<file path="src/rtl/llf_pkg.sv">
package llf_pkg;

    // ************************************************************
    // Clock and timing
    // ************************************************************
    localparam int CLK_PERIOD_NS = 4;
    // Lag time constant per unit of the filter setting, 0.75 ms
    localparam int LAG_FACTOR_US = 750;
    localparam int LAG_UNIT_CYCLES = LAG_FACTOR_US * 1000 / CLK_PERIOD_NS;
    // Filter gain is 1/2^FILT_SHIFT per sub-step; steps scale with the setting
    localparam int FILT_SHIFT = 8;
    localparam logic [31:0] FILT_STEP = 32'h0000_0001 << FILT_SHIFT;
    localparam logic [5:0] DIV_BITS = 6'h30;

    // ************************************************************
    // Settings: frequency in 0.1 Hz, current thresholds in 1 % of rated
    // ************************************************************
    localparam logic [15:0] HIGH_FREQ_DEF = 16'h0258;
    localparam logic [15:0] MID_FREQ_DEF = 16'h012C;
    localparam logic [15:0] FREQ_SET_MAX = 16'h0FA0;
    localparam logic [15:0] FREQ_CLAMP = 16'h04B0;
    localparam logic [15:0] AVG_RANGE_UNSET = 16'h270F;
    localparam logic [7:0] HIGH_CUR_DEF = 8'h32;
    localparam logic [7:0] MID_CUR_DEF = 8'h64;
    localparam logic [7:0] CUR_PCT_MAX = 8'hDC;
    localparam logic [15:0] PCT_SCALE = 16'h000A;
    localparam logic [11:0] FILT_DEF = 12'h010;
    localparam logic [11:0] FILT_MIN = 12'h001;
    localparam logic [11:0] FILT_MAX = 12'hFA0;
    localparam logic [1:0] CTRL_DEF = 2'h0;
    localparam logic [1:0] CTRL_LIGHT = 2'h2;
    localparam logic [1:0] CTRL_LIGHT_STOP = 2'h3;
    // Average below this is taken as regeneration
    localparam logic [15:0] REGEN_FLOOR = 16'h000A;

    // ************************************************************
    // Setting write select codes
    // ************************************************************
    localparam logic [2:0] SEL_HIGH_FREQ = 3'h0;
    localparam logic [2:0] SEL_MID_FREQ = 3'h1;
    localparam logic [2:0] SEL_HIGH_CUR = 3'h2;
    localparam logic [2:0] SEL_MID_CUR = 3'h3;
    localparam logic [2:0] SEL_AVG_RANGE = 3'h4;
    localparam logic [2:0] SEL_FILT = 3'h5;
    localparam logic [2:0] SEL_CTRL = 3'h6;

    // ************************************************************
    // Synchronised pin positions
    // ************************************************************
    localparam int PIN_BOOST = 0;
    localparam int PIN_JOG = 1;
    localparam int PIN_PROC = 2;
    localparam int PIN_MS_HIGH = 3;
    localparam int PIN_MS_MID = 4;
    localparam int PIN_MS_LOW = 5;
    localparam int PIN_COUNT = 6;

    typedef enum logic [5:0] {
        ST_IDLE = 6'h01,
        ST_WAIT = 6'h02,
        ST_AVG = 6'h04,
        ST_DIV_AVG = 6'h08,
        ST_DIV_INT = 6'h10,
        ST_APPLY = 6'h20
    } llf_state_e;

endpackage

</file>
<file path="src/rtl/llf_div_if.sv">
`timescale 1ns/1ps
interface llf_div_if;
    logic start;
    logic [47:0] dividend;
    logic [31:0] divisor;
    logic done;
    logic [47:0] quotient;

    modport requester (output start, output dividend, output divisor,
                       input done, input quotient);
    modport server (input start, input dividend, input divisor,
                    output done, output quotient);
endinterface

</file>
<file path="src/rtl/llf_divider.sv">
`timescale 1ns/1ps
module llf_divider (
    input wire logic clk_in,
    input wire logic reset_n_in,
    llf_div_if.server div
);
    import llf_pkg::*;

    typedef struct packed {
        logic busy;
        logic done;
        logic [5:0] cnt;
        logic [32:0] rem;
        logic [47:0] quo;
        logic [31:0] dvs;
    } llf_div_s;

    llf_div_s q, d;
    logic [32:0] shifted;

    // ************************************************************
    // Restoring division, one quotient bit per clock
    // ************************************************************
    always_comb begin
        d = q;
        d.done = 1'b0;
        shifted = {q.rem[31:0], q.quo[47]};
        if (!q.busy && div.start) begin
            d.busy = 1'b1;
            d.cnt = DIV_BITS;
            d.rem = '0;
            d.quo = div.dividend;
            d.dvs = div.divisor;
        end else if (q.busy) begin
            // Zero divisor yields all ones, read by the caller as saturation
            if (shifted >= {1'b0, q.dvs}) begin
                d.rem = shifted - {1'b0, q.dvs};
                d.quo = {q.quo[46:0], 1'b1};
            end else begin
                d.rem = shifted;
                d.quo = {q.quo[46:0], 1'b0};
            end
            d.cnt = q.cnt - 6'h01;
            if (q.cnt == 6'h01) begin
                d.busy = 1'b0;
                d.done = 1'b1;
            end
        end
    end

    always_ff @(posedge clk_in or negedge reset_n_in) begin
        if (!reset_n_in) begin
            q <= '0;
        end else begin
            q <= d;
        end
    end

    assign div.done = q.done;
    assign div.quotient = q.quo;

endmodule

</file>
<file path="src/rtl/llf_lag_filter.sv">
`timescale 1ns/1ps
module llf_lag_filter #(
    parameter int LAG_CYCLES = llf_pkg::LAG_UNIT_CYCLES
) (
    input wire logic clk_in,
    input wire logic reset_n_in,
    input wire logic [15:0] current_in,
    input wire logic [11:0] filt_set_in,
    output logic [15:0] filt_out
);
    import llf_pkg::*;

    typedef struct packed {
        logic [31:0] phase;
        logic [23:0] acc;
        logic [15:0] y;
    } llf_lag_s;

    llf_lag_s q, d;
    logic [31:0] thr;
    logic [31:0] nxt;
    logic [16:0] diff;

    // ************************************************************
    // First-order lag, stepped at time constant / 2^FILT_SHIFT
    // ************************************************************
    // A phase accumulator sets the step rate, so no divider is needed
    always_comb begin
        d = q;
        thr = 32'(filt_set_in) * 32'(LAG_CYCLES);
        nxt = q.phase + FILT_STEP;
        diff = {1'b0, current_in} - {1'b0, q.y};
        if (nxt >= thr) begin
            d.phase = nxt - thr;
            d.acc = q.acc + {{7{diff[16]}}, diff};
        end else begin
            d.phase = nxt;
        end
        d.y = d.acc[FILT_SHIFT +: 16];
    end

    always_ff @(posedge clk_in or negedge reset_n_in) begin
        if (!reset_n_in) begin
            q <= '0;
        end else begin
            q <= d;
        end
    end

    assign filt_out = q.y;

endmodule

</file>
<file path="src/rtl/llf_top.sv">
// Summary of operation
// Function enabled only for selection 2 or 3
// High-speed frequency, default 60 Hz, 0-400
// Middle-speed frequency, default 30 Hz, 0-400
// Current thresholds 0-220 %, defaults 50/100
// Average between half range and range
// Lag filter constant 0.75 ms per step
// Select input sets maximum between both settings
// Other party assigns select input to terminal
// Active only in external operation mode
// Selection is made anew at every start
// Below high threshold: high-speed is maximum
// Above middle threshold: middle-speed is maximum
// Regeneration or tiny average forces middle-speed
// Output frequency clamped to 120 Hz
// Fast current limit disabled while active
// Listed operating conditions disable the function
// Between thresholds, interpolate linearly
`timescale 1ns/1ps
module llf_top #(
    parameter int LAG_CYCLES = llf_pkg::LAG_UNIT_CYCLES
) (
    input wire logic clk_in,
    input wire logic reset_n_in,
    input wire logic param_wr_in,
    input wire logic [2:0] param_sel_in,
    input wire logic [15:0] param_data_in,
    input wire logic light_load_boost_select_in,
    input wire logic jog_in,
    input wire logic process_control_select_in,
    input wire logic multi_speed_high_input_in,
    input wire logic multi_speed_middle_input_in,
    input wire logic multi_speed_low_input_in,
    input wire logic external_mode_in,
    input wire logic panel_mode_in,
    input wire logic panel_external_mode_in,
    input wire logic remote_setting_in,
    input wire logic orientation_in,
    input wire logic digital_option_in,
    input wire logic run_in,
    input wire logic accelerating_in,
    input wire logic regenerating_in,
    input wire logic [15:0] output_freq_in,
    input wire logic [15:0] output_current_in,
    input wire logic [15:0] freq_cmd_in,
    output logic [15:0] max_freq_out,
    output logic [15:0] freq_cmd_out,
    output logic [15:0] avg_current_out,
    output logic active_out,
    output logic fast_limit_disable_out,
    output logic averaging_out,
    output logic decided_out
);
    import llf_pkg::*;

    // ************************************************************
    // State
    // ************************************************************
    typedef struct packed {
        logic [PIN_COUNT-1:0] sync1;
        logic [PIN_COUNT-1:0] sync2;
        logic [PIN_COUNT-1:0] sync3;
        logic [PIN_COUNT-1:0] pins;
        logic [15:0] high_freq;
        logic [15:0] mid_freq;
        logic [7:0] high_cur;
        logic [7:0] mid_cur;
        logic [15:0] avg_range;
        logic [11:0] filt_set;
        logic [1:0] ctrl_sel;
        logic run_prev;
        llf_state_e state;
        logic regen_seen;
        logic [47:0] sum;
        logic [31:0] cnt;
        logic [15:0] avg;
        logic [15:0] max_freq;
        logic [15:0] freq_cmd;
        logic active;
        logic fast_dis;
        logic averaging;
        logic decided;
        logic div_start;
        logic [47:0] div_dividend;
        logic [31:0] div_divisor;
    } llf_top_s;

    localparam llf_top_s RESET_STATE = '{
        high_freq: HIGH_FREQ_DEF,
        mid_freq: MID_FREQ_DEF,
        high_cur: HIGH_CUR_DEF,
        mid_cur: MID_CUR_DEF,
        avg_range: AVG_RANGE_UNSET,
        filt_set: FILT_DEF,
        ctrl_sel: CTRL_DEF,
        state: ST_IDLE,
        default: '0
    };

    llf_top_s q, d;

    // ************************************************************
    // Helpers
    // ************************************************************
    function automatic logic [15:0] clamp_freq(input logic [15:0] f);
        clamp_freq = (f > FREQ_CLAMP) ? FREQ_CLAMP : f;
    endfunction

    function automatic logic [15:0] pct_to_level(input logic [7:0] p);
        pct_to_level = 16'({8'h00, p} * PCT_SCALE);
    endfunction

    // ************************************************************
    // Submodules
    // ************************************************************
    logic [15:0] filt_cur;
    llf_div_if div ();

    llf_lag_filter #(
        .LAG_CYCLES(LAG_CYCLES)
    ) u_filter (
        .clk_in(clk_in),
        .reset_n_in(reset_n_in),
        .current_in(output_current_in),
        .filt_set_in(q.filt_set),
        .filt_out(filt_cur)
    );

    llf_divider u_div (
        .clk_in(clk_in),
        .reset_n_in(reset_n_in),
        .div(div.server)
    );

    assign div.start = q.div_start;
    assign div.dividend = q.div_dividend;
    assign div.divisor = q.div_divisor;

    // ************************************************************
    // Enable and averaging window
    // ************************************************************
    logic [PIN_COUNT-1:0] pins_raw;
    logic [PIN_COUNT-1:0] agree;
    logic sel_ok;
    logic inhibit;
    logic enabled;
    logic [15:0] win_top;
    logic [15:0] win_lo;
    logic [15:0] lo_level;
    logic [15:0] hi_level;
    logic [15:0] avg_sat;
    logic [15:0] span;
    logic [15:0] interp;

    assign pins_raw = {multi_speed_low_input_in, multi_speed_middle_input_in,
                       multi_speed_high_input_in, process_control_select_in,
                       jog_in, light_load_boost_select_in};
    assign agree = ~(q.sync2 ^ q.sync3);
    assign sel_ok = (q.ctrl_sel == CTRL_LIGHT) || (q.ctrl_sel == CTRL_LIGHT_STOP);
    assign inhibit = panel_mode_in || panel_external_mode_in || q.pins[PIN_JOG]
                     || q.pins[PIN_PROC] || remote_setting_in || orientation_in
                     || q.pins[PIN_MS_HIGH] || q.pins[PIN_MS_MID]
                     || q.pins[PIN_MS_LOW] || digital_option_in;
    // Select pin is read as mapped by the terminal assignment
    assign enabled = sel_ok && external_mode_in && !inhibit
                     && q.pins[PIN_BOOST];
    assign win_top = (q.avg_range == AVG_RANGE_UNSET) ? q.mid_freq : q.avg_range;
    assign win_lo = {1'b0, win_top[15:1]};
    assign lo_level = pct_to_level(q.high_cur);
    assign hi_level = pct_to_level(q.mid_cur);
    assign avg_sat = (div.quotient[47:16] != 32'h0) ? 16'hFFFF : div.quotient[15:0];
    assign span = (q.high_freq >= q.mid_freq) ? (q.high_freq - q.mid_freq)
                                              : (q.mid_freq - q.high_freq);
    assign interp = (q.high_freq >= q.mid_freq) ? (q.high_freq - div.quotient[15:0])
                                                : (q.high_freq + div.quotient[15:0]);

    // ************************************************************
    // Next state
    // ************************************************************
    always_comb begin
        d = q;
        d.div_start = 1'b0;

        // Pins settle once the last two stages agree
        d.sync1 = pins_raw;
        d.sync2 = q.sync1;
        d.sync3 = q.sync2;
        d.pins = (agree & q.sync3) | (~agree & q.pins);

        // Out-of-range writes are dropped, old value kept
        if (param_wr_in) begin
            if (param_sel_in == SEL_HIGH_FREQ) begin
                if (param_data_in <= FREQ_SET_MAX) d.high_freq = param_data_in;
            end else if (param_sel_in == SEL_MID_FREQ) begin
                if (param_data_in <= FREQ_SET_MAX) d.mid_freq = param_data_in;
            end else if (param_sel_in == SEL_HIGH_CUR) begin
                if (param_data_in <= {8'h00, CUR_PCT_MAX}) d.high_cur = param_data_in[7:0];
            end else if (param_sel_in == SEL_MID_CUR) begin
                if (param_data_in <= {8'h00, CUR_PCT_MAX}) d.mid_cur = param_data_in[7:0];
            end else if (param_sel_in == SEL_AVG_RANGE) begin
                if (param_data_in <= FREQ_SET_MAX || param_data_in == AVG_RANGE_UNSET) begin
                    d.avg_range = param_data_in;
                end
            end else if (param_sel_in == SEL_FILT) begin
                if (param_data_in >= {4'h0, FILT_MIN} && param_data_in <= {4'h0, FILT_MAX}) begin
                    d.filt_set = param_data_in[11:0];
                end
            end else if (param_sel_in == SEL_CTRL) begin
                if (param_data_in <= {14'h0000, CTRL_LIGHT_STOP}) begin
                    d.ctrl_sel = param_data_in[1:0];
                end
            end
        end

        d.run_prev = run_in;

        case (q.state)
            ST_IDLE: begin
                if (run_in && !q.run_prev && enabled) begin
                    d.state = ST_WAIT;
                    d.sum = '0;
                    d.cnt = '0;
                    d.regen_seen = 1'b0;
                    d.decided = 1'b0;
                    d.max_freq = clamp_freq(win_top);
                end
            end
            ST_WAIT: begin
                if (accelerating_in && output_freq_in >= win_lo) begin
                    d.state = ST_AVG;
                end
            end
            ST_AVG: begin
                d.sum = q.sum + {32'h0000_0000, filt_cur};
                d.cnt = q.cnt + 32'h0000_0001;
                d.regen_seen = q.regen_seen || regenerating_in;
                // Ending acceleration early closes the window with what it has
                if (output_freq_in >= win_top || !accelerating_in) begin
                    d.state = ST_DIV_AVG;
                    d.div_start = 1'b1;
                    d.div_dividend = q.sum;
                    d.div_divisor = q.cnt;
                end
            end
            ST_DIV_AVG: begin
                if (div.done) begin
                    d.avg = avg_sat;
                    d.state = ST_APPLY;
                    d.decided = 1'b1;
                    if (q.regen_seen || avg_sat < REGEN_FLOOR) begin
                        d.max_freq = clamp_freq(q.mid_freq);
                    end else if (avg_sat < lo_level) begin
                        d.max_freq = clamp_freq(q.high_freq);
                    end else if (avg_sat > hi_level || hi_level == lo_level) begin
                        d.max_freq = clamp_freq(q.mid_freq);
                    end else begin
                        d.state = ST_DIV_INT;
                        d.decided = 1'b0;
                        d.div_start = 1'b1;
                        d.div_dividend = {16'h0000, span} * {32'h0, avg_sat - lo_level};
                        d.div_divisor = {16'h0000, hi_level - lo_level};
                    end
                end
            end
            ST_DIV_INT: begin
                if (div.done) begin
                    d.max_freq = clamp_freq(interp);
                    d.decided = 1'b1;
                    d.state = ST_APPLY;
                end
            end
            ST_APPLY: begin
                d.state = ST_APPLY;
            end
            default: begin
                d.state = ST_IDLE;
            end
        endcase

        // A stop or a disabling condition drops the selection
        if (q.state != ST_IDLE && !(enabled && run_in)) begin
            d.state = ST_IDLE;
            d.decided = 1'b0;
        end

        d.active = enabled && run_in;
        d.fast_dis = enabled && run_in;
        d.averaging = (d.state == ST_AVG);
        if (d.active) begin
            d.freq_cmd = (freq_cmd_in > clamp_freq(d.max_freq)) ? clamp_freq(d.max_freq)
                                                                 : freq_cmd_in;
        end else begin
            d.freq_cmd = freq_cmd_in;
        end
    end

    always_ff @(posedge clk_in or negedge reset_n_in) begin
        if (!reset_n_in) begin
            q <= RESET_STATE;
        end else begin
            q <= d;
        end
    end

    // ************************************************************
    // Outputs
    // ************************************************************
    assign max_freq_out = q.max_freq;
    assign freq_cmd_out = q.freq_cmd;
    assign avg_current_out = q.avg;
    assign active_out = q.active;
    assign fast_limit_disable_out = q.fast_dis;
    assign averaging_out = q.averaging;
    assign decided_out = q.decided;

endmodule

</file>
<file path="config.mk">
export PLATFORM = sky130hd
export DESIGN_NAME = llf_top
export DESIGN_NICKNAME = d
export VERILOG_FILES = /design/src/rtl/llf_pkg.sv /design/src/rtl/llf_div_if.sv /design/src/rtl/llf_divider.sv /design/src/rtl/llf_lag_filter.sv /design/src/rtl/llf_top.sv
export SDC_FILE = /design/constraint.sdc
export NUM_CORES = 2
export LEC_CHECK = 0
export ABC_AREA = 0
export ABC_CLOCK_PERIOD_IN_PS = 14000
export BUFFER_PORTS_ARGS = -buffer_cell sky130_fd_sc_hd__clkbuf_2
export CORE_ASPECT_RATIO = 0.8
export CORE_UTILIZATION = 55
export DETAILED_ROUTE_END_ITERATION = 8
export PLACE_DENSITY_LB_ADDON = 0.1
export SKIP_CTS_REPAIR_TIMING = 1
export SLEW_MARGIN = 0
export SYNTH_ARGS = -nofsm -noshare
export SYNTH_HDL_FRONTEND = slang
export SYNTH_HIERARCHICAL = 1
export SYNTH_SLANG_ARGS = --single-unit
export TNS_END_PERCENT = 100
</file>
<file path="constraint.sdc">
create_clock -name clk_in -period 14 [get_ports clk_in]
set_clock_uncertainty 0.05 [all_clocks]
set_input_delay 2.8 -clock clk_in [delete_from_list [all_inputs] [get_ports clk_in]]
set_output_delay 2.8 -clock clk_in [all_outputs]
set_load 0.02 [all_outputs]
</file>
==> results.toml <==
[cts]
htreeDepth = 2
clkTransAtPathRegs_ns = 0.06
cts-buffers-inserted = 53
clk_latency_ns = 0.64
cts_tree = "done"
cts_buffer_depth = 3
clkSinkCount = 495
clockRootBuffer = "clkbuf_16"

[global_route]
grt_pass1_vias = 35030
grt_pass1_wl_um = 193100
grt_overflow_total = 0
grt_max_degree = 149
grt_usage_pct = 28.45
antenna_found_initial = 1

[drt]
drt-initial-drc-count = 2719
final_antenna_net_count = 0
first_pass_iters = 7
route.detailed.drc = 0
via_per_inst = 5.755
vias = 36310
wirelength_um = 120100
wire_per_inst_um = 19.03

[synth]
yosysWarnings = 6
synth_ff_type = "dfrtp_1"
netlist_instances = 5207
ys_ff_latch = 495
ys_seq_area_share_pct = 27.11
synth_edf_count = 0
synth_area_per_cell_sq_um = 8.797
synth_area_leaders = "dfrtp_1 (26%), ha_1 (13%), fa_1 (12%)"
synth_top_area_share_pct = 25.73
netlist_area_sq_mm = 0.04581
yosysTopAreaCell = "dfrtp_1"
async_flop_share_pct = 100.0
synth_cell_types = 108

[final_layout]
area_growth_pct = 6.042
final_common_cell = "nand2_1"
drive_gt1_share_pct = 8.183
final_cell_mix = "nand2_1 (648), inv_1 (582), dfrtp_1 (469), ha_1 (465), nor2_1 (348)"
fin_nets = 5985
antenna_cells = 0

[outcome]
run_status = "completed"

[floorplan]
io-pin-count = 137
die_area_sq_mm = 0.08445
fp.dieW_um = 324.7
fp.coreArea_sq_mm = 0.08233
rows = 94
start_util_pct = 55.64
die_y_um = 260.1

[job]
maxCapViolations = 0

[setup_path]
critPathSlowestCell = "xor2_1"
worst_ep_required_time_ns = 14.42
end_kind = "flop"
crit_type = "flop to flop"
path_max_fanout = 12
cp_slowest_stage_delay_ns = 0.83
cp.arrival_ns = 11.82
startpoint_type = "flop"

[timing]
hold_viol_final = 0
slew_violations = 0
timing.fmax_mhz = 87.70
finalSetupTns_ns = 0
slew-limit-headroom_pct = 21.73
finalSetupViolCount = 0
fin_ws_ns = 2.598
rsz0062_at_grt = "false"
timing.final.crit_share_pct = 81.45
worst_pin_slew_ns = 1.166
fin_crit_ns = 11.40

[placed_design]
gp_congestion = 0.9356
dp_hpwl_um = 92650
pre_cts_slack_ns = 2.735
place.port_buffers = 136

[worst_hold_path]
min_path_type = "flop to flop"
[layout make-up]
type / instances / area, sq um
tap: 1104 / 1381
sequential: 495 / 12420
inverter: 583 / 2188
multi-input combinational: 3850 / 29750
clock buffer: 74 / 1496
clock inverter: 24 / 306.5
fill: 7442 / 33750
timing repair buffer: 180 / 1033
[cell families (layout without fill, tap and decap cells)]
| logic type | Yosys count | count (layout) | synth area share, % |
|---|---|---|---|
| buffers and inverters | 866 | 861 | 8.131 |
| DFF | 495 | 495 | 27.11 |
| AOI/OAI and AO/OA | 1058 | 1058 | 14.62 |
| muxes | 152 | 152 | 3.491 |
| and+or+nand+nor | 1602 | 1602 | 16.38 |
| adders and majority gates | 743 | 743 | 24.72 |
| xor gates and xnor gates | 290 | 290 | 5.545 |
| other | 1 | 5 | 0.008186 |
[cells in the mapped netlist (36+ instances only)]
cell type,number
and2_1,58
xor2_1,126
o21a_1,37
inv_1,582
or3_1,39
a22oi_1,36
nand4_1,48
clkbuf_1,148
a21oi_1,252
o21ai_0,325
nand3_1,120
nand2b_1,57
fa_1,272
ha_1,465
nor3_1,66
a21o_1,99
nor2b_1,45
o21bai_1,38
mux2_2,62
buf_4,114
nor2_1,353
xnor2_1,164
mux2i_1,90
dfrtp_1,471
nand2_1,649
[worst paths after layout]
kind	to	depth (start not counted)	start	slack, ns
max in group asynchronous	freq_cmd_out[15]	4	reset_n_in	9.06
max	div.dividend[29]	38	u_div/div.quotient[36]	2.60
min in group asynchronous	q[162]	1	reset_n_in	2.14
max reg2reg	div.dividend[29]	38	u_div/div.quotient[36]	2.60
min reg2reg	d[310]	0	d[316]	0.30
min	d[310]	0	d[316]	0.30
[metal layers]
metal | vias up | GRT usage [%] | part of all wire [%]
met2 | 1130 | 42.76 | 42
li1 | 17400 | - | -
met4 | 2 | 6.774 | 2.4
met3 | 165 | 4.577 | 7.1
met1 | 17610 | 42.69 | 48
met5 | - | 0 | 0.010
[worst max-delay path: cells and delay by family (launching register included)]
kind	cells	cell delay, ns
compound gates	13	2.82
xor+xnor	1	0.83
fa+ha+maj	9	3.92
buf+inv	4	0.31
flops	1	0.39
simple gates	11	2.88
[registers in the layout, summed over array words and instances, names as in the netlist, named ones only]
name	flops
u_filter/q	54
q	171
div.divisor	32
freq_cmd_out	16
max_freq_out	16
avg_current_out	16
averaging_out	1
u_div/q	71
d	12
div.dividend	48
div.start	1
fast_limit_disable_out	1
u_div/div.done	1
decided_out	1
u_div/div.quotient	48
[metrics by stage]
step	instances	cell area, sq um	hold WS, ns	util, %
3_3_place_gp	6212	46770	0.2815	56.81
5_1_grt	6310	48580	0.3024	59.00
2_1_floorplan	5211	45820	0.2812	-
4_1_cts	6310	48580	0.2979	59.00
6_report	6310	48580	0.2999	59.00
3_5_place_dp	6212	46770	0.2873	56.81
Power is left out: the tool's default activity adds up to more than one toggle a clock period on the data nets, which glitch-free logic cannot reach.
